### config.mk
export PLATFORM = sky130hd
export DESIGN_NAME = ppdma_regs
export DESIGN_NICKNAME = d
export VERILOG_FILES = /design/src/ppdma_pkg.sv /design/src/ppdma_fifo_if.sv /design/src/ppdma_fifo.sv /design/src/ppdma_pulse.sv /design/src/ppdma_regs.sv
export SDC_FILE = /design/constraint.sdc
export NUM_CORES = 2
export LEC_CHECK = 0
export BUFFER_PORTS_ARGS = -buffer_cell sky130_fd_sc_hd__buf_4
export CAP_MARGIN = 20
export CORE_ASPECT_RATIO = 0.9
export CORE_MARGIN = 8
export CORE_UTILIZATION = 55
export CTS_BUF_LIST = sky130_fd_sc_hd__clkbuf_8
export DETAILED_ROUTE_END_ITERATION = 8
export PLACE_DENSITY = 0.8
export SYNTH_ARGS = -nofsm -noshare
export SYNTH_HDL_FRONTEND = slang
export SYNTH_SLANG_ARGS = --single-unit
### constraint.sdc
create_clock -name mclk -period 3 [get_ports mclk]
set_input_delay 0.15 -clock mclk [delete_from_list [all_inputs] [get_ports mclk]]
set_output_delay 0.15 -clock mclk [all_outputs]
set_load 0.02 [all_outputs]
### src/ppdma_pkg.sv
package ppdma_pkg;

    // ==========================================================
    // Register window offsets (byte addresses, word access)
    localparam logic [4:0] OFF_CTL = 5'h18;
    localparam logic [4:0] OFF_OUT = 5'h1a;
    localparam logic [4:0] OFF_IN = 5'h1c;
    localparam logic [4:0] OFF_MISC = 5'h1c;
    localparam logic [4:0] OFF_IND = 5'h1e;

    // ==========================================================
    // Field positions
    localparam int SEL_LO = 3;
    localparam int SEL_HI = 4;
    localparam int DONE_P_BIT = 8;
    localparam int DONE_S_BIT = 9;
    localparam int MRST_BIT = 14;
    localparam int REQB_BIT = 15;
    localparam int MODE_LO = 0;
    localparam int MODE_HI = 3;
    localparam int MSB_S_BIT = 14;
    localparam int MSB_P_BIT = 15;
    localparam int MODE_RX_BIT = 1;
    localparam int MODE_REQA_BIT = 0;

    // ==========================================================
    // Modes and indirect selectors
    localparam logic [3:0] MODE_LEGACY = 4'h0;
    localparam logic [1:0] MCLS_SILO = 2'h1;
    localparam logic [1:0] MCLS_DMA = 2'h2;
    localparam logic [1:0] IND_BA_P = 2'h0;
    localparam logic [1:0] IND_WC_P = 2'h1;
    localparam logic [1:0] IND_BA_S = 2'h2;
    localparam logic [1:0] IND_WC_S = 2'h3;
    localparam logic [15:0] WORD_ZERO = 16'h0000;
    localparam logic [15:0] WORD_ONE = 16'h0001;

    // ==========================================================
    // Timing and sizes
    localparam int CLK_NS = 100;
    localparam int PULSE_NS = 1000;
    localparam int PULSE_CYC = (PULSE_NS / CLK_NS < 1) ? 1 : PULSE_NS / CLK_NS;
    localparam int PULSE_W = 4;
    localparam logic [PULSE_W-1:0] PULSE_CNT = PULSE_W'(PULSE_CYC);
    localparam int DATA_W = 16;
    localparam int FIFO_DEPTH = 32;

    typedef enum logic [1:0] {
        DMA_IDLE = 2'b01,
        DMA_BUS = 2'b10
    } ppdma_dma_e;

endpackage

### src/ppdma_fifo_if.sv
`timescale 1ns/1ps
interface ppdma_fifo_if #(parameter int W = 16, parameter int AW = 5);
    logic [W-1:0] in_data;
    logic in_valid;
    logic in_ready;
    logic [W-1:0] out_data;
    logic out_valid;
    logic out_ready;
    logic [AW:0] level;
    modport fifo(input in_data, in_valid, out_ready, output in_ready, out_data, out_valid, level);
    modport user(output in_data, in_valid, out_ready, input in_ready, out_data, out_valid, level);
endinterface

### src/ppdma_fifo.sv
`timescale 1ns/1ps
module ppdma_fifo import ppdma_pkg::*; #(
    parameter int WIDTH = 16,
    parameter int DEPTH = 32
) (
    // Clock and reset
    input wire logic mclk,
    input wire logic rst_b,
    // Both FIFO sides
    ppdma_fifo_if.fifo f
);
    localparam int AW = $clog2(DEPTH);
    localparam logic [AW:0] FULL_CNT = (AW+1)'(DEPTH);

    typedef struct packed {
        logic [DEPTH-1:0][WIDTH-1:0] mem;
        logic [AW-1:0] wp;
        logic [AW-1:0] rp;
        logic [AW:0] cnt;
    } ppdma_fifo_s;

    ppdma_fifo_s st_q;
    ppdma_fifo_s st_d;
    logic push;
    logic pop;

    assign f.in_ready = st_q.cnt != FULL_CNT;
    assign f.out_valid = st_q.cnt != '0;
    assign f.out_data = st_q.mem[st_q.rp];
    assign f.level = st_q.cnt;
    assign push = f.in_valid && f.in_ready;
    assign pop = f.out_valid && f.out_ready;

    always_comb begin
        st_d = st_q;
        if (push) begin
            st_d.mem[st_q.wp] = f.in_data;
            st_d.wp = st_q.wp + 1'b1;
        end
        if (pop) begin
            st_d.rp = st_q.rp + 1'b1;
        end
        if (push && !pop) begin
            st_d.cnt = st_q.cnt + 1'b1;
        end else if (pop && !push) begin
            st_d.cnt = st_q.cnt - 1'b1;
        end
    end

    always_ff @(posedge mclk) begin
        if (!rst_b) begin
            st_q <= '0;
        end else begin
            st_q <= st_d;
        end
    end

    // ==========================================================
    // Checks
    fifo_no_over_a: assert property (@(posedge mclk) disable iff (!rst_b)
        push && !pop |=> st_q.cnt == $past(st_q.cnt) + 1'b1 && st_q.cnt <= FULL_CNT)
        else $error("fifo count wrong after push");
endmodule

### src/ppdma_pulse.sv
`timescale 1ns/1ps
module ppdma_pulse import ppdma_pkg::*; #(parameter int N = 4) (
    // Clock and reset
    input wire logic mclk,
    input wire logic rst_b,
    // Triggers and strobes
    input wire logic [N-1:0] trig,
    output logic [N-1:0] pulse
);
    typedef struct packed {
        logic [N-1:0][PULSE_W-1:0] cnt;
        logic [N-1:0][PULSE_W-1:0] run;
    } ppdma_pulse_s;

    ppdma_pulse_s st_q;
    ppdma_pulse_s st_d;
    logic [N-1:0][PULSE_W-1:0] nxt;
    logic [N-1:0][PULSE_W-1:0] nxt_run;

    generate
        for (genvar i = 0; i < N; i++) begin : g_lane
            // Retrigger reloads, so a strobe never ends short
            assign nxt[i] = trig[i] ? PULSE_CNT :
                            (st_q.cnt[i] != '0) ? st_q.cnt[i] - 1'b1 : st_q.cnt[i]; // RULE9
            assign pulse[i] = st_q.cnt[i] != '0;
            // Cycles high so far, saturating at the full width
            assign nxt_run[i] = !pulse[i] ? '0 :
                                (st_q.run[i] != PULSE_CNT) ? st_q.run[i] + 1'b1 : st_q.run[i];
            pulse_width_a: assert property (@(posedge mclk) disable iff (!rst_b) // RULE9
                $fell(pulse[i]) |-> st_q.run[i] == PULSE_CNT)
                else $error("strobe shorter than one microsecond");
        end
    endgenerate

    always_comb begin
        st_d = st_q;
        st_d.cnt = nxt;
        st_d.run = nxt_run;
    end

    always_ff @(posedge mclk) begin
        if (!rst_b) begin
            st_q <= '0;
        end else begin
            st_q <= st_d;
        end
    end
endmodule

### src/ppdma_regs.sv
`timescale 1ns/1ps
// Summary of operation
// RULE1: Primary address register holds bits 16:1; bit 17 is mode register bit 15.
// RULE2: Transfers are word aligned; address bit 0 is always zero.
// RULE3: Secondary address register holds bits 16:1; bit 17 is mode register bit 14.
// RULE4: In DMA mode software loads primary count with buffer length in words.
// RULE5: Any write to primary count clears the primary done flag, control bit 8; a primary completion in the same cycle sets it instead.
// RULE6: Any write to secondary count clears secondary done, control bit 9; a secondary completion in the same cycle sets it instead.
// RULE7: In silo modes primary count reads back the silo occupancy.
// RULE8: Master reset or bus init clears all four indirect registers.
// RULE9: New-word and input-taken strobes are fixed one microsecond high pulses; a retrigger while high reloads the count and stretches the strobe.
// RULE10: Host must not use read-modify-write cycles on port registers.
// RULE11: In legacy mode software leaves undefined control bits clear.
// RULE12: Byte writes act as word writes, except output buffer in legacy mode.
// RULE13: Host issues byte writes only to output buffer in legacy mode.
// RULE14: Window at 0x1E reaches the indirect register chosen by control bits 4:3.
// RULE15: Mode codes select DMA transmit or receive; low bit picks request A or B.
// RULE16: DMA word address is top bit, sixteen register bits and a zero.
module ppdma_regs import ppdma_pkg::*; (
    // Clock and reset
    input wire logic mclk,
    input wire logic rst_b,
    input wire logic bus_init,
    // Host register port
    input wire logic [4:0] bus_addr,
    input wire logic bus_wr,
    input wire logic bus_rd,
    input wire logic bus_byte,
    input wire logic [15:0] bus_wdata,
    output logic [15:0] bus_rdata,
    output logic bus_ack,
    // DMA master port
    output logic dma_req,
    output logic dma_write,
    output logic [17:0] dma_addr,
    output logic [15:0] dma_wdata,
    input wire logic dma_ack,
    input wire logic [15:0] dma_rdata,
    // User device
    input wire logic [15:0] usr_din,
    input wire logic usr_req_a,
    input wire logic usr_req_b,
    output logic [15:0] usr_dout,
    output logic ndr,
    output logic ndr_hi,
    output logic ndr_lo,
    output logic data_taken
);
    typedef struct packed {
        ppdma_dma_e fsm;
        logic [1:0] sel;
        logic done_p;
        logic done_s;
        logic use_s;
        logic [3:0] mode;
        logic msb_p;
        logic msb_s;
        logic [15:0] ba_p;
        logic [15:0] wc_p;
        logic [15:0] ba_s;
        logic [15:0] wc_s;
        logic [15:0] dout;
        logic [15:0] din;
        logic [15:0] rdata;
        logic req_prev;
        logic ack;
    } ppdma_top_s;

    ppdma_top_s st_q;
    ppdma_top_s st_d;
    ppdma_fifo_if #(.W(DATA_W), .AW($clog2(FIFO_DEPTH))) ff ();

    logic [3:0] trig;
    logic [3:0] pulse;
    logic is_silo;
    logic is_dma;
    logic is_rx;
    logic req_now;
    logic req_edge;
    logic hit_ctl;
    logic hit_out;
    logic hit_in;
    logic hit_ind;
    logic set_p;
    logic set_s;
    logic mrst;
    logic fifo_rst_b;
    logic [15:0] act_wc;

    // ==========================================================
    // Mode decode and address decode
    assign is_silo = st_q.mode[MODE_HI:MODE_HI-1] == MCLS_SILO;
    assign is_dma = st_q.mode[MODE_HI:MODE_HI-1] == MCLS_DMA; // RULE15
    assign is_rx = st_q.mode[MODE_RX_BIT];
    assign req_now = st_q.mode[MODE_REQA_BIT] ? usr_req_a : usr_req_b; // RULE15
    assign req_edge = req_now != st_q.req_prev;
    // Address bit 0 never takes part in the decode
    assign hit_ctl = bus_addr[4:1] == OFF_CTL[4:1]; // RULE12
    assign hit_out = bus_addr[4:1] == OFF_OUT[4:1];
    assign hit_in = bus_addr[4:1] == OFF_IN[4:1];
    assign hit_ind = bus_addr[4:1] == OFF_IND[4:1]; // RULE14
    assign act_wc = st_q.use_s ? st_q.wc_s : st_q.wc_p;
    assign fifo_rst_b = rst_b && !bus_init && !mrst;

    // ==========================================================
    // Next state
    always_comb begin
        st_d = st_q;
        trig = '0;
        set_p = 1'b0;
        set_s = 1'b0;
        mrst = 1'b0;
        ff.in_valid = 1'b0;
        ff.in_data = WORD_ZERO;
        ff.out_ready = 1'b0;
        st_d.req_prev = req_now;
        st_d.ack = bus_rd || bus_wr;

        // User handshake: each request transition moves one word
        if (req_edge && st_q.mode != MODE_LEGACY) begin
            if (!is_rx && ff.out_valid && !(is_dma && st_q.fsm == DMA_BUS && is_rx)) begin
                ff.out_ready = 1'b1;
                st_d.dout = ff.out_data;
                trig[2:0] = 3'h7; // RULE9
            end else if (is_rx && ff.in_ready) begin
                ff.in_valid = 1'b1;
                ff.in_data = usr_din;
                trig[3] = 1'b1; // RULE9
            end
        end

        // DMA engine
        case (st_q.fsm)
            DMA_IDLE: begin
                if (is_dma && act_wc != WORD_ZERO && (is_rx ? ff.out_valid : ff.in_ready)) begin // RULE4
                    st_d.fsm = DMA_BUS;
                end
            end
            DMA_BUS: begin
                if (dma_ack) begin
                    if (is_rx) begin
                        ff.out_ready = 1'b1;
                        st_d.din = ff.out_data;
                    end else begin
                        ff.in_valid = 1'b1;
                        ff.in_data = dma_rdata;
                    end
                    if (st_q.use_s) begin
                        st_d.wc_s = st_q.wc_s - WORD_ONE;
                        st_d.ba_s = st_q.ba_s + WORD_ONE;
                        set_s = st_q.wc_s == WORD_ONE;
                    end else begin
                        st_d.wc_p = st_q.wc_p - WORD_ONE; // RULE4
                        st_d.ba_p = st_q.ba_p + WORD_ONE;
                        set_p = st_q.wc_p == WORD_ONE;
                    end
                    if (set_p || set_s) begin
                        st_d.use_s = !st_q.use_s;
                    end
                    st_d.fsm = DMA_IDLE;
                end
            end
            default: begin
                st_d.fsm = DMA_IDLE;
            end
        endcase

        // Host writes; byte cycles carry the whole word except legacy output bytes
        if (bus_wr) begin
            if (hit_ctl) begin
                st_d.sel = bus_wdata[SEL_HI:SEL_LO];
                mrst = bus_wdata[MRST_BIT];
            end else if (hit_in) begin
                st_d.mode = bus_wdata[MODE_HI:MODE_LO];
                st_d.msb_p = bus_wdata[MSB_P_BIT]; // RULE1
                st_d.msb_s = bus_wdata[MSB_S_BIT]; // RULE3
            end else if (hit_out) begin
                if (st_q.mode == MODE_LEGACY && bus_byte) begin
                    if (bus_addr[0]) begin
                        st_d.dout[15:8] = bus_wdata[15:8];
                        trig[1:0] = 2'h3;
                    end else begin
                        st_d.dout[7:0] = bus_wdata[7:0];
                        trig[2] = 1'b1;
                        trig[0] = 1'b1;
                    end
                end else if (is_silo && !is_rx) begin
                    ff.in_valid = 1'b1;
                    ff.in_data = bus_wdata;
                end else begin
                    st_d.dout = bus_wdata; // RULE12
                    if (st_q.mode == MODE_LEGACY) begin
                        trig[2:0] = 3'h7; // RULE9
                    end
                end
            end else if (hit_ind) begin
                case (st_q.sel) // RULE14
                    IND_BA_P: st_d.ba_p = bus_wdata; // RULE1
                    IND_WC_P: begin
                        st_d.wc_p = bus_wdata;
                        st_d.done_p = 1'b0; // RULE5
                    end
                    IND_BA_S: st_d.ba_s = bus_wdata; // RULE3
                    IND_WC_S: begin
                        st_d.wc_s = bus_wdata;
                        st_d.done_s = 1'b0; // RULE6
                    end
                    default: st_d.ba_p = st_q.ba_p;
                endcase
            end
        end

        // Completion beats a clear in the same cycle
        if (set_p) begin
            st_d.done_p = 1'b1;
        end
        if (set_s) begin
            st_d.done_s = 1'b1;
        end

        // Host reads
        st_d.rdata = WORD_ZERO;
        if (bus_rd) begin
            if (hit_ctl) begin
                st_d.rdata[SEL_HI:SEL_LO] = st_q.sel;
                st_d.rdata[DONE_P_BIT] = st_q.done_p;
                st_d.rdata[DONE_S_BIT] = st_q.done_s;
                st_d.rdata[REQB_BIT] = usr_req_b;
            end else if (hit_out) begin
                st_d.rdata = st_q.dout;
            end else if (hit_in) begin
                if (is_silo && is_rx) begin
                    st_d.rdata = ff.out_data;
                    ff.out_ready = ff.out_valid;
                end else if (is_dma && is_rx) begin
                    st_d.rdata = st_q.din;
                end else begin
                    st_d.rdata = usr_din;
                    trig[3] = 1'b1; // RULE9
                end
            end else if (hit_ind) begin
                case (st_q.sel) // RULE14
                    IND_BA_P: st_d.rdata = st_q.ba_p;
                    IND_WC_P: st_d.rdata = is_silo ? 16'(ff.level) : st_q.wc_p; // RULE7
                    IND_BA_S: st_d.rdata = st_q.ba_s;
                    IND_WC_S: st_d.rdata = st_q.wc_s;
                    default: st_d.rdata = WORD_ZERO;
                endcase
            end
        end

        if (bus_init || mrst) begin
            st_d = '0; // RULE8
            st_d.fsm = DMA_IDLE;
            st_d.req_prev = req_now;
            st_d.ack = bus_rd || bus_wr;
            trig = '0;
        end
    end

    always_ff @(posedge mclk) begin
        if (!rst_b) begin
            st_q <= '0;
            st_q.fsm <= DMA_IDLE;
        end else begin
            st_q <= st_d;
        end
    end

    // ==========================================================
    // Outputs
    assign bus_rdata = st_q.rdata;
    assign bus_ack = st_q.ack;
    assign dma_req = st_q.fsm == DMA_BUS;
    assign dma_write = is_rx;
    assign dma_addr = st_q.use_s ? {st_q.msb_s, st_q.ba_s, 1'b0} : {st_q.msb_p, st_q.ba_p, 1'b0}; // RULE16
    assign dma_wdata = ff.out_data;
    assign usr_dout = st_q.dout;
    assign ndr = pulse[0];
    assign ndr_hi = pulse[1];
    assign ndr_lo = pulse[2];
    assign data_taken = pulse[3];

    ppdma_fifo #(.WIDTH(DATA_W), .DEPTH(FIFO_DEPTH)) u_fifo (
        .mclk(mclk),
        .rst_b(fifo_rst_b),
        .f(ff.fifo)
    );

    ppdma_pulse #(.N(4)) u_pulse (
        .mclk(mclk),
        .rst_b(rst_b),
        .trig(trig),
        .pulse(pulse)
    );

    // ==========================================================
    // Checks
    pri_addr_form_a: assert property (@(posedge mclk) disable iff (!rst_b) // RULE1
        dma_req && !st_q.use_s |-> dma_addr == {st_q.msb_p, st_q.ba_p, 1'b0})
        else $error("primary address misformed");
    sec_addr_form_a: assert property (@(posedge mclk) disable iff (!rst_b) // RULE3
        dma_req && st_q.use_s |-> dma_addr[17:1] == {st_q.msb_s, st_q.ba_s})
        else $error("secondary address misformed");
    word_align_a: assert property (@(posedge mclk) disable iff (!rst_b) // RULE2
        dma_req |-> !dma_addr[0])
        else $error("odd dma address");
    count_step_a: assert property (@(posedge mclk) disable iff (!rst_b) // RULE4
        dma_req && dma_ack && !st_q.use_s && !bus_wr && !bus_init |=> st_q.wc_p == $past(st_q.wc_p) - 16'h0001)
        else $error("primary count did not step");
    done_p_clr_a: assert property (@(posedge mclk) disable iff (!rst_b) // RULE5
        bus_wr && hit_ind && st_q.sel == IND_WC_P && !set_p |=> !st_q.done_p)
        else $error("primary done not cleared");
    done_s_clr_a: assert property (@(posedge mclk) disable iff (!rst_b) // RULE6
        bus_wr && hit_ind && st_q.sel == IND_WC_S && !set_s |=> !st_q.done_s)
        else $error("secondary done not cleared");
    silo_level_a: assert property (@(posedge mclk) disable iff (!rst_b) // RULE7
        bus_rd && hit_ind && st_q.sel == IND_WC_P && is_silo && !bus_init |=> bus_rdata == 16'($past(ff.level)))
        else $error("silo occupancy not reported");
    init_clear_a: assert property (@(posedge mclk) disable iff (!rst_b) // RULE8
        bus_init |=> st_q.ba_p == 16'h0000 && st_q.wc_p == 16'h0000 && st_q.ba_s == 16'h0000 && st_q.wc_s == 16'h0000)
        else $error("indirect registers not cleared");
    byte_as_word_a: assert property (@(posedge mclk) disable iff (!rst_b) // RULE12
        bus_wr && bus_byte && hit_ind && st_q.sel == IND_BA_P && !bus_init |=> st_q.ba_p == $past(bus_wdata))
        else $error("byte write not taken as word");
    window_sel_a: assert property (@(posedge mclk) disable iff (!rst_b) // RULE14
        bus_wr && hit_ind && st_q.sel == IND_BA_S && !bus_init |=> st_q.ba_s == $past(bus_wdata) && $stable(st_q.ba_p))
        else $error("indirect window wrong target");
    pace_strobe_a: assert property (@(posedge mclk) disable iff (!rst_b) // RULE15
        is_dma && !is_rx && req_edge && ff.out_valid && !bus_init |=> ##1 ndr && usr_dout == $past(ff.out_data, 2))
        else $error("paced word not delivered");
endmodule
# After elaboration in Yosys (flattened, before gate mapping)
# Cells that the tools add are included.
# word_totals
wordCells	290
register_bits	671
output_inout_bits	73
inputBits	62
# classes
bitwise	3
n_lt_le_gt_ge	3
muxes	125
add_sub_neg	12
n_reduce_logical	63
n_eq_ne	23
# ops
op	count
$bwmux W512	1
$mux W16	30
$mux W64	4
$mux W80	3
$bmux W16 S5	1
$demux W16 S5	1
$mux W32	2
$pmux W16 S4	1
$mux W1	49
$mux W4	10
$add A16 B1 Y16 const B	2
$eq A16 B1 Y1 const B	2
$sub A16 B1 Y16 const B	2
$mux W3	8
$reduce_bool A2 Y1	11
$reduce_bool A4 Y1	5
$logic_and A1 B1 Y1	19
$mux W18	1
$mux W2	9
$eq A4 B4 Y1 const B	4
$mux W8	2
$reduce_bool A16 Y1	1
$sub A4 B1 Y4 const B	4
$ne A2 B1 Y1 const B	7
other kinds (24)	50

# Longest topological paths before layout
# logic_depth
ltp_word	21
depth_mapped	15
ltp_nobuf	13

# Modules after synthesis
# From an unflattened synthesis, not the netlist that was laid out.
# unflattened
hier_cells	3507
area_unflattened_um2	30987.2
# modules_own_cells
module	n_inst	seq_area_each_um2	area_each_um2	cells_each
ppdma_fifo	1	10570.1	22520.3	2463
ppdma_regs	1	2542.4	7813.7	968
ppdma_pulse	1	320.3	653.1	76

# Least setup slack after synthesis
# Ideal clock, no wire load.
# synth_path
path_kind	register to register
from	register st_q, in the netlist dma_write
to	register u_fifo.st_q, in the netlist u_fifo.f.level[5]
stages_incl_launch_ff	14
t_required_ns	2.883
setup_time_ns	0.117
n_path_buf	2
path_slack_ns	-0.192
t_arrival_ns	3.075
synth_period_minus_slack_ns	3.192
cell_sequence	dfxtp_1 > clkbuf_1 > buf_1 > o31ai_1 > o32ai_1 > inv_1 > ha_1 > inv_1 > ha_1 > nor2b_1 > a311oi_1 > o311ai_0 > xnor2_1 > nor2_1
# synth_between
elab_chain_len	18
elab_cells_between_ends	42
classes_between	mux: 23; reduce/logical: 19
# synth_lines
element	line	source
start, declared	ppdma_regs.sv:69	ppdma_top_s st_q;
start signal, assigned	ppdma_regs.sv:266	st_q <= st_d;
$logic_not A1 Y1 / $logic_and A1 B1 Y1 (equally long branches)	ppdma_regs.sv:121, ppdma_regs.sv:187	
$logic_and A1 B1 Y1 / $logic_not A1 Y1 (equally long branches)	ppdma_regs.sv:121	if (!is_rx && ff.out_valid && !(is_dma && st_q.fsm == DMA_BUS && is_rx)) begin
$logic_and A1 B1 Y1	ppdma_regs.sv:121	
$mux W1	ppdma_regs.sv:121	
$mux W1	ppdma_regs.sv:120	if (req_edge && st_q.mode != MODE_LEGACY) begin
$mux W1	ppdma_regs.sv:141	if (is_rx) begin
$mux W1	ppdma_regs.sv:140	if (dma_ack) begin
$mux W1	ppdma_regs.sv:133	case (st_q.fsm)
[2 not listed]	-	
$mux W1	ppdma_regs.sv:177	end else if (hit_out) begin
$mux W1	ppdma_regs.sv:173	end else if (hit_in) begin
$mux W1	ppdma_regs.sv:170	if (hit_ctl) begin
$mux W1	ppdma_regs.sv:169	if (bus_wr) begin
$logic_and A1 B1 Y1	ppdma_fifo.sv:31	assign push = f.in_valid && f.in_ready;
$logic_not A1 Y1	ppdma_fifo.sv:45	end else if (pop && !push) begin
$logic_and A1 B1 Y1	ppdma_fifo.sv:45	
$reduce_bool A2 Y1 (no source line)	-	
end signal, assigned	ppdma_fifo.sv:54	st_q <= st_d;
end, declared	ppdma_fifo.sv:22	ppdma_fifo_s st_q;
# Several ways; a longest one is shown, not always the timed one.
# A chain may end at the register's enable or synchronous reset.

# Final worst setup path
# layout_path
from	register u_fifo.st_q[7] (netlist name)
to	output port dma_wdata[5]
# layout_between
elab_chain_len	2
# layout_lines
element	line	source
$bmux W16 S5	ppdma_fifo.sv:29	assign f.out_data = st_q.mem[st_q.rp];
$mux W16 (not written as such)	ppdma_fifo.sv:29	
end, declared	ppdma_regs.sv:36	output logic [15:0] dma_wdata,
# Every way passes these cells. The select of a mux whose other input is x is not followed.

==> flow_metrics.env <==
export IMPL_cp_common_cell="sky130_fd_sc_hd__buf_4"
export IMPL_finalClockSkew_ps=34.6
export IMPL_drtPass1Iterations=6
export IMPL_fmax_ghz=0.328
export IMPL_met2_length_um=45400
export IMPL_cts_max_path_buffers=3
export IMPL_total_power_w=0.0177
export IMPL_design_core_area_mm2=0.0539
export IMPL_finalCriticalPeriod_ps=3050
export IMPL_route_layer_met1_wl_um=43600
export IMPL_synth_main_ff_cell="sky130_fd_sc_hd__dfxtp_1"
export IMPL_synth_top_cells_by_area="sky130_fd_sc_hd__dfxtp_1 45%, sky130_fd_sc_hd__a22o_1 9.9%, sky130_fd_sc_hd__mux2i_1 8.4%"
export IMPL_fin_nets=3264
export IMPL_synthesis_area_mm2=0.0297
export IMPL_netlist_cell_type_count=76
export IMPL_port_buffer_count=133
export IMPL_fin_crit_sh_pct=102
export IMPL_r2r_end="u_fifo.st_q[301]"
export IMPL_critical_path_startpoint="u_fifo.st_q[7]"
export IMPL_cts_inserted_buffers=105
export IMPL_timing_worst_slew_pin_value_ps=1200
export IMPL_worst_path_buf_inv=6
export IMPL_drcViolationCount=0
export IMPL_slew_violations=0
export IMPL_hold_class="primary input to flop"
export IMPL_insertion_delay_ps=740
export IMPL_critPathTopFamily="buffers and inverters"
export IMPL_path_clk_slew_ps=60
export IMPL_clock_tree_root_cell="sky130_fd_sc_hd__clkbuf_8"
export IMPL_timing_max_slew_rel_slack_pct=19.7
export IMPL_place_gp_congestion=1.00
export IMPL_maxCapViolations=0
export IMPL_grt_remaining_overflow=0
export IMPL_fraction_of_the_yosys_area_taken_by_sequential_cells_pct=45.2
export IMPL_layout_area_overhead_vs_synth_pct=18.7
export IMPL_critical_path_startpoint_type="flop"
export IMPL_intPower_w=0.0135
export IMPL_timing_critical_path_slowest_stage_cell="sky130_fd_sc_hd__dfxtp_4"
export IMPL_fp_dieW_um=261
export IMPL_floorplan_initialDensity_pct=55.2
export IMPL_rows=81
export IMPL_antenna_found_initial=3
export IMPL_vias_per_cell=6.70
export IMPL_dpl_cell_count=3707
export IMPL_critical_path_depth=10
export IMPL_hold_viol_final=0
export IMPL_timing_worst_setup_path_type="flop to primary output"
export IMPL_netlist_area_leader_share_pct=45.2
export IMPL_ys_warnings_count=0
export IMPL_r2r_start="u_fifo.f.level[4]"
export IMPL_register_bit_count_reported_by_yosys=671
export IMPL_failing_checks="setup timing"
export IMPL_deepest_level_of_the_cts_h_tree=3
export IMPL_critPathMaxFanout=9
export IMPL_grt_pass1_vias=26200
export IMPL_sequentialPowerShare_pct=50.3
export IMPL_num_vias=26600
export IMPL_synth_async_sr_flop_share_pct=0
export IMPL_placement_stage_worst_setup_slack_ps=-73.6
export IMPL_irDropWorstVdd_uv=314
export IMPL_grt_resource_usage_total_pct=32.7
export IMPL_outcome="finished with violations"
export IMPL_critPathCapture="dma_wdata[5]"
export IMPL_route_met3_wl_um=11100
export IMPL_routed_wl_per_cell_um=26.5
export IMPL_global_route_wire_length_before_repair_um=158000
export IMPL_cp_cell_sequence="buf_12, buf_4, clkbuf_16, buf_4, mux2i_1, a21oi_1, nand3_1, nand4_1, buf_4, buf_4"
export IMPL_r2r_cells=8
export IMPL_ioPinCount=135
export IMPL_floorplan_die_area_mm2=0.0618
export IMPL_cp_data_arrival_time_ps=2900
export IMPL_required_ps=2850
export IMPL_synth_edff_count=0
export IMPL_p_switching_w=0.00420
export IMPL_total_leakage_power_nw=12.9
export IMPL_final_cells=3975
export IMPL_grt_start_max_net_pins=81
export IMPL_postSynthAreaPerCell_um2=10.0
export IMPL_die_height_um=237
export IMPL_clock_sinks=671
export IMPL_cts_tree="built"
export IMPL_setup_violations_final=1
export IMPL_critical_path_endpoint_type="primary output"
export IMPL_post_dp_hpwl_um=72200
export IMPL_detail_route_iter0_violations=3066
export IMPL_ant_nets=0
export IMPL_hold_path_depth=5
export IMPL_drive_above_1_share_pct=20.4
export IMPL_postRouteWirelength_um=105000
export IMPL_highest_signal_layer="met4"
export IMPL_post_synth_top_area_cell="sky130_fd_sc_hd__dfxtp_1"
export IMPL_post_synth_inst_count=2967
export IMPL_final_critical_path_setup_slack_ps=-45.6
export IMPL_p_per_area_mw_per_mm2=502
export IMPL_hold_ws_ps=57.4
export IMPL_share_comb_of_total_power_pct=3.6
export IMPL_power_switching_share_pct=23.7
export IMPL_r2r_setup_slack_ps=30
export IMPL_rsz_0062_raised_after_global_routing="yes"
export IMPL_clock_power_share_pct=46.0
export IMPL_worst_stage_delay_on_the_critical_path_ps=470
export IMPL_syn_nets=3046
-- power by group through the flow --
stage / Combinational, W / Sequential [W] / Clock, W
after global routing: 0.000666 / 0.00892 / 0.00862
after global placement: 0.000557 / 0.00912 / 0
after floorplan: 0.000266 / 0.00912 / 0
after detailed placement: 0.000564 / 0.00912 / 0
after CTS: 0.000615 / 0.00892 / 0.00820
final: 0.000647 / 0.00892 / 0.00816
-- what timing repair did --
action / 4_1_cts / 5_1_grt
buffers inserted: 14 / 9
gates cloned: 3 / 2
hold buffers: 45 / 0
resized for setup: 28 / 37
hold endpoints to repair: 283 / 0
pin swaps: 3 / 7
setup endpoints to repair: 18 / 18
-- stage by stage --
stage | setup TNS (ps) | utilization [%] | instance area [µm²]
finish | -45.6 | 65.5 | 35300
global route | -222 | 65.5 | 35300
CTS | -63.4 | 64.9 | 35000
detailed placement | -125 | 59.3 | 32000
global placement | -162 | 59.3 | 32000
floorplan | -16.2 | - | 29800
-- cell type report --
| cell class | count | area [µm²] |
|---|---|---|
| timing repair buffer | 406 | 3610 |
| fill | 4164 | 18600 |
| sequential | 671 | 13400 |
| clock inverter | 59 | 414 |
| tap | 705 | 882 |
| inverter | 24 | 92.6 |
| antenna | 1 | 2.50 |
| multi-input combinational | 1977 | 15000 |
| clock buffer | 132 | 1820 |
-- worst min-delay path by stage --
stage                            start            to
after floorplan           bus_wdata[0]   usr_dout[0]
after global placement          bus_rd       bus_ack
after detailed placement        bus_rd       bus_ack
after CTS                  bus_addr[3]  bus_rdata[3]
after global routing       bus_addr[3]  bus_rdata[3]
final                      bus_addr[3]  bus_rdata[3]
-- flip-flops by register name, summed over array words and instances (netlist names) --
| register | count |
|---|---|
| bus_rdata | 16 |
| dma_write | 1 |
| u_pulse.st_q | 16 |
| st_q | 93 |
| bus_ack | 1 |
| u_fifo.st_q | 522 |
| usr_dout | 16 |
| u_fifo.f.level | 6 |
-- Yosys cell counts, drive strengths merged (16+ instances only) --
library cell and n:
o22ai 38, o21ai 94, nor2b 20, a211oi 52, nand2b 16, nor3 28, a22o 336, a31oi 22
mux2i 251, inv 24, buf 197, nand3 67, a22oi 93, xor2 34, clkbuf 98, a21oi 135
ha 16, mux2 31, mux4 18, a21o 18, o2bb2ai 176, dfxtp 671, nor2 202, xnor2 40
nand2 143
-- worst min-delay path, cell delays in order --
cell and delay (ps):
sky130_fd_sc_hd__buf_4 150, sky130_fd_sc_hd__nand3_1 110, sky130_fd_sc_hd__a21oi_1 50, sky130_fd_sc_hd__o22ai_1 150
sky130_fd_sc_hd__a22oi_1 100
-- routing by layer --
layer / global-route usage (%) / vias up
met5: 0 / -
li1: - / 11600
met4: 16.0 / 0
met1: 44.8 / 13000
met2: 48.1 / 1702
met3: 7.53 / 321
-- kinds of logic after synthesis --
kind of cell | synth area share, %
compound gates | 26.4
xor+xnor | 2.18
fa+ha+maj | 0.740
buf+inv | 5.16
flops | 45.2
mux | 11.0
other cells | 0.0126
simple gates | 9.40
-- placed cells by master, fill, tap and decap left out, drive strengths merged, types with 7 or more instances in the layout --
master	count
dfxtp	671
nor2	202
nor2b	20
nand2b	16
nor3	28
a31oi	22
a22oi	93
a211oi	52
mux2i	251
a21oi	135
o2bb2ai	176
clkinv	13
and3	15
and4b	7
a22o	336
o21ai	94
nand3	67
xor2	34
inv	64
mux2	31
or2	7
ha	16
nand2	143
o22ai	38
buf	356
xnor2	40
clkbuf	134
a21o	18
dlygate4sd3	45
a311oi	14
nand4	12
mux4	18
o221ai	12
nor4	10
Power figures use the tool's default switching activity.
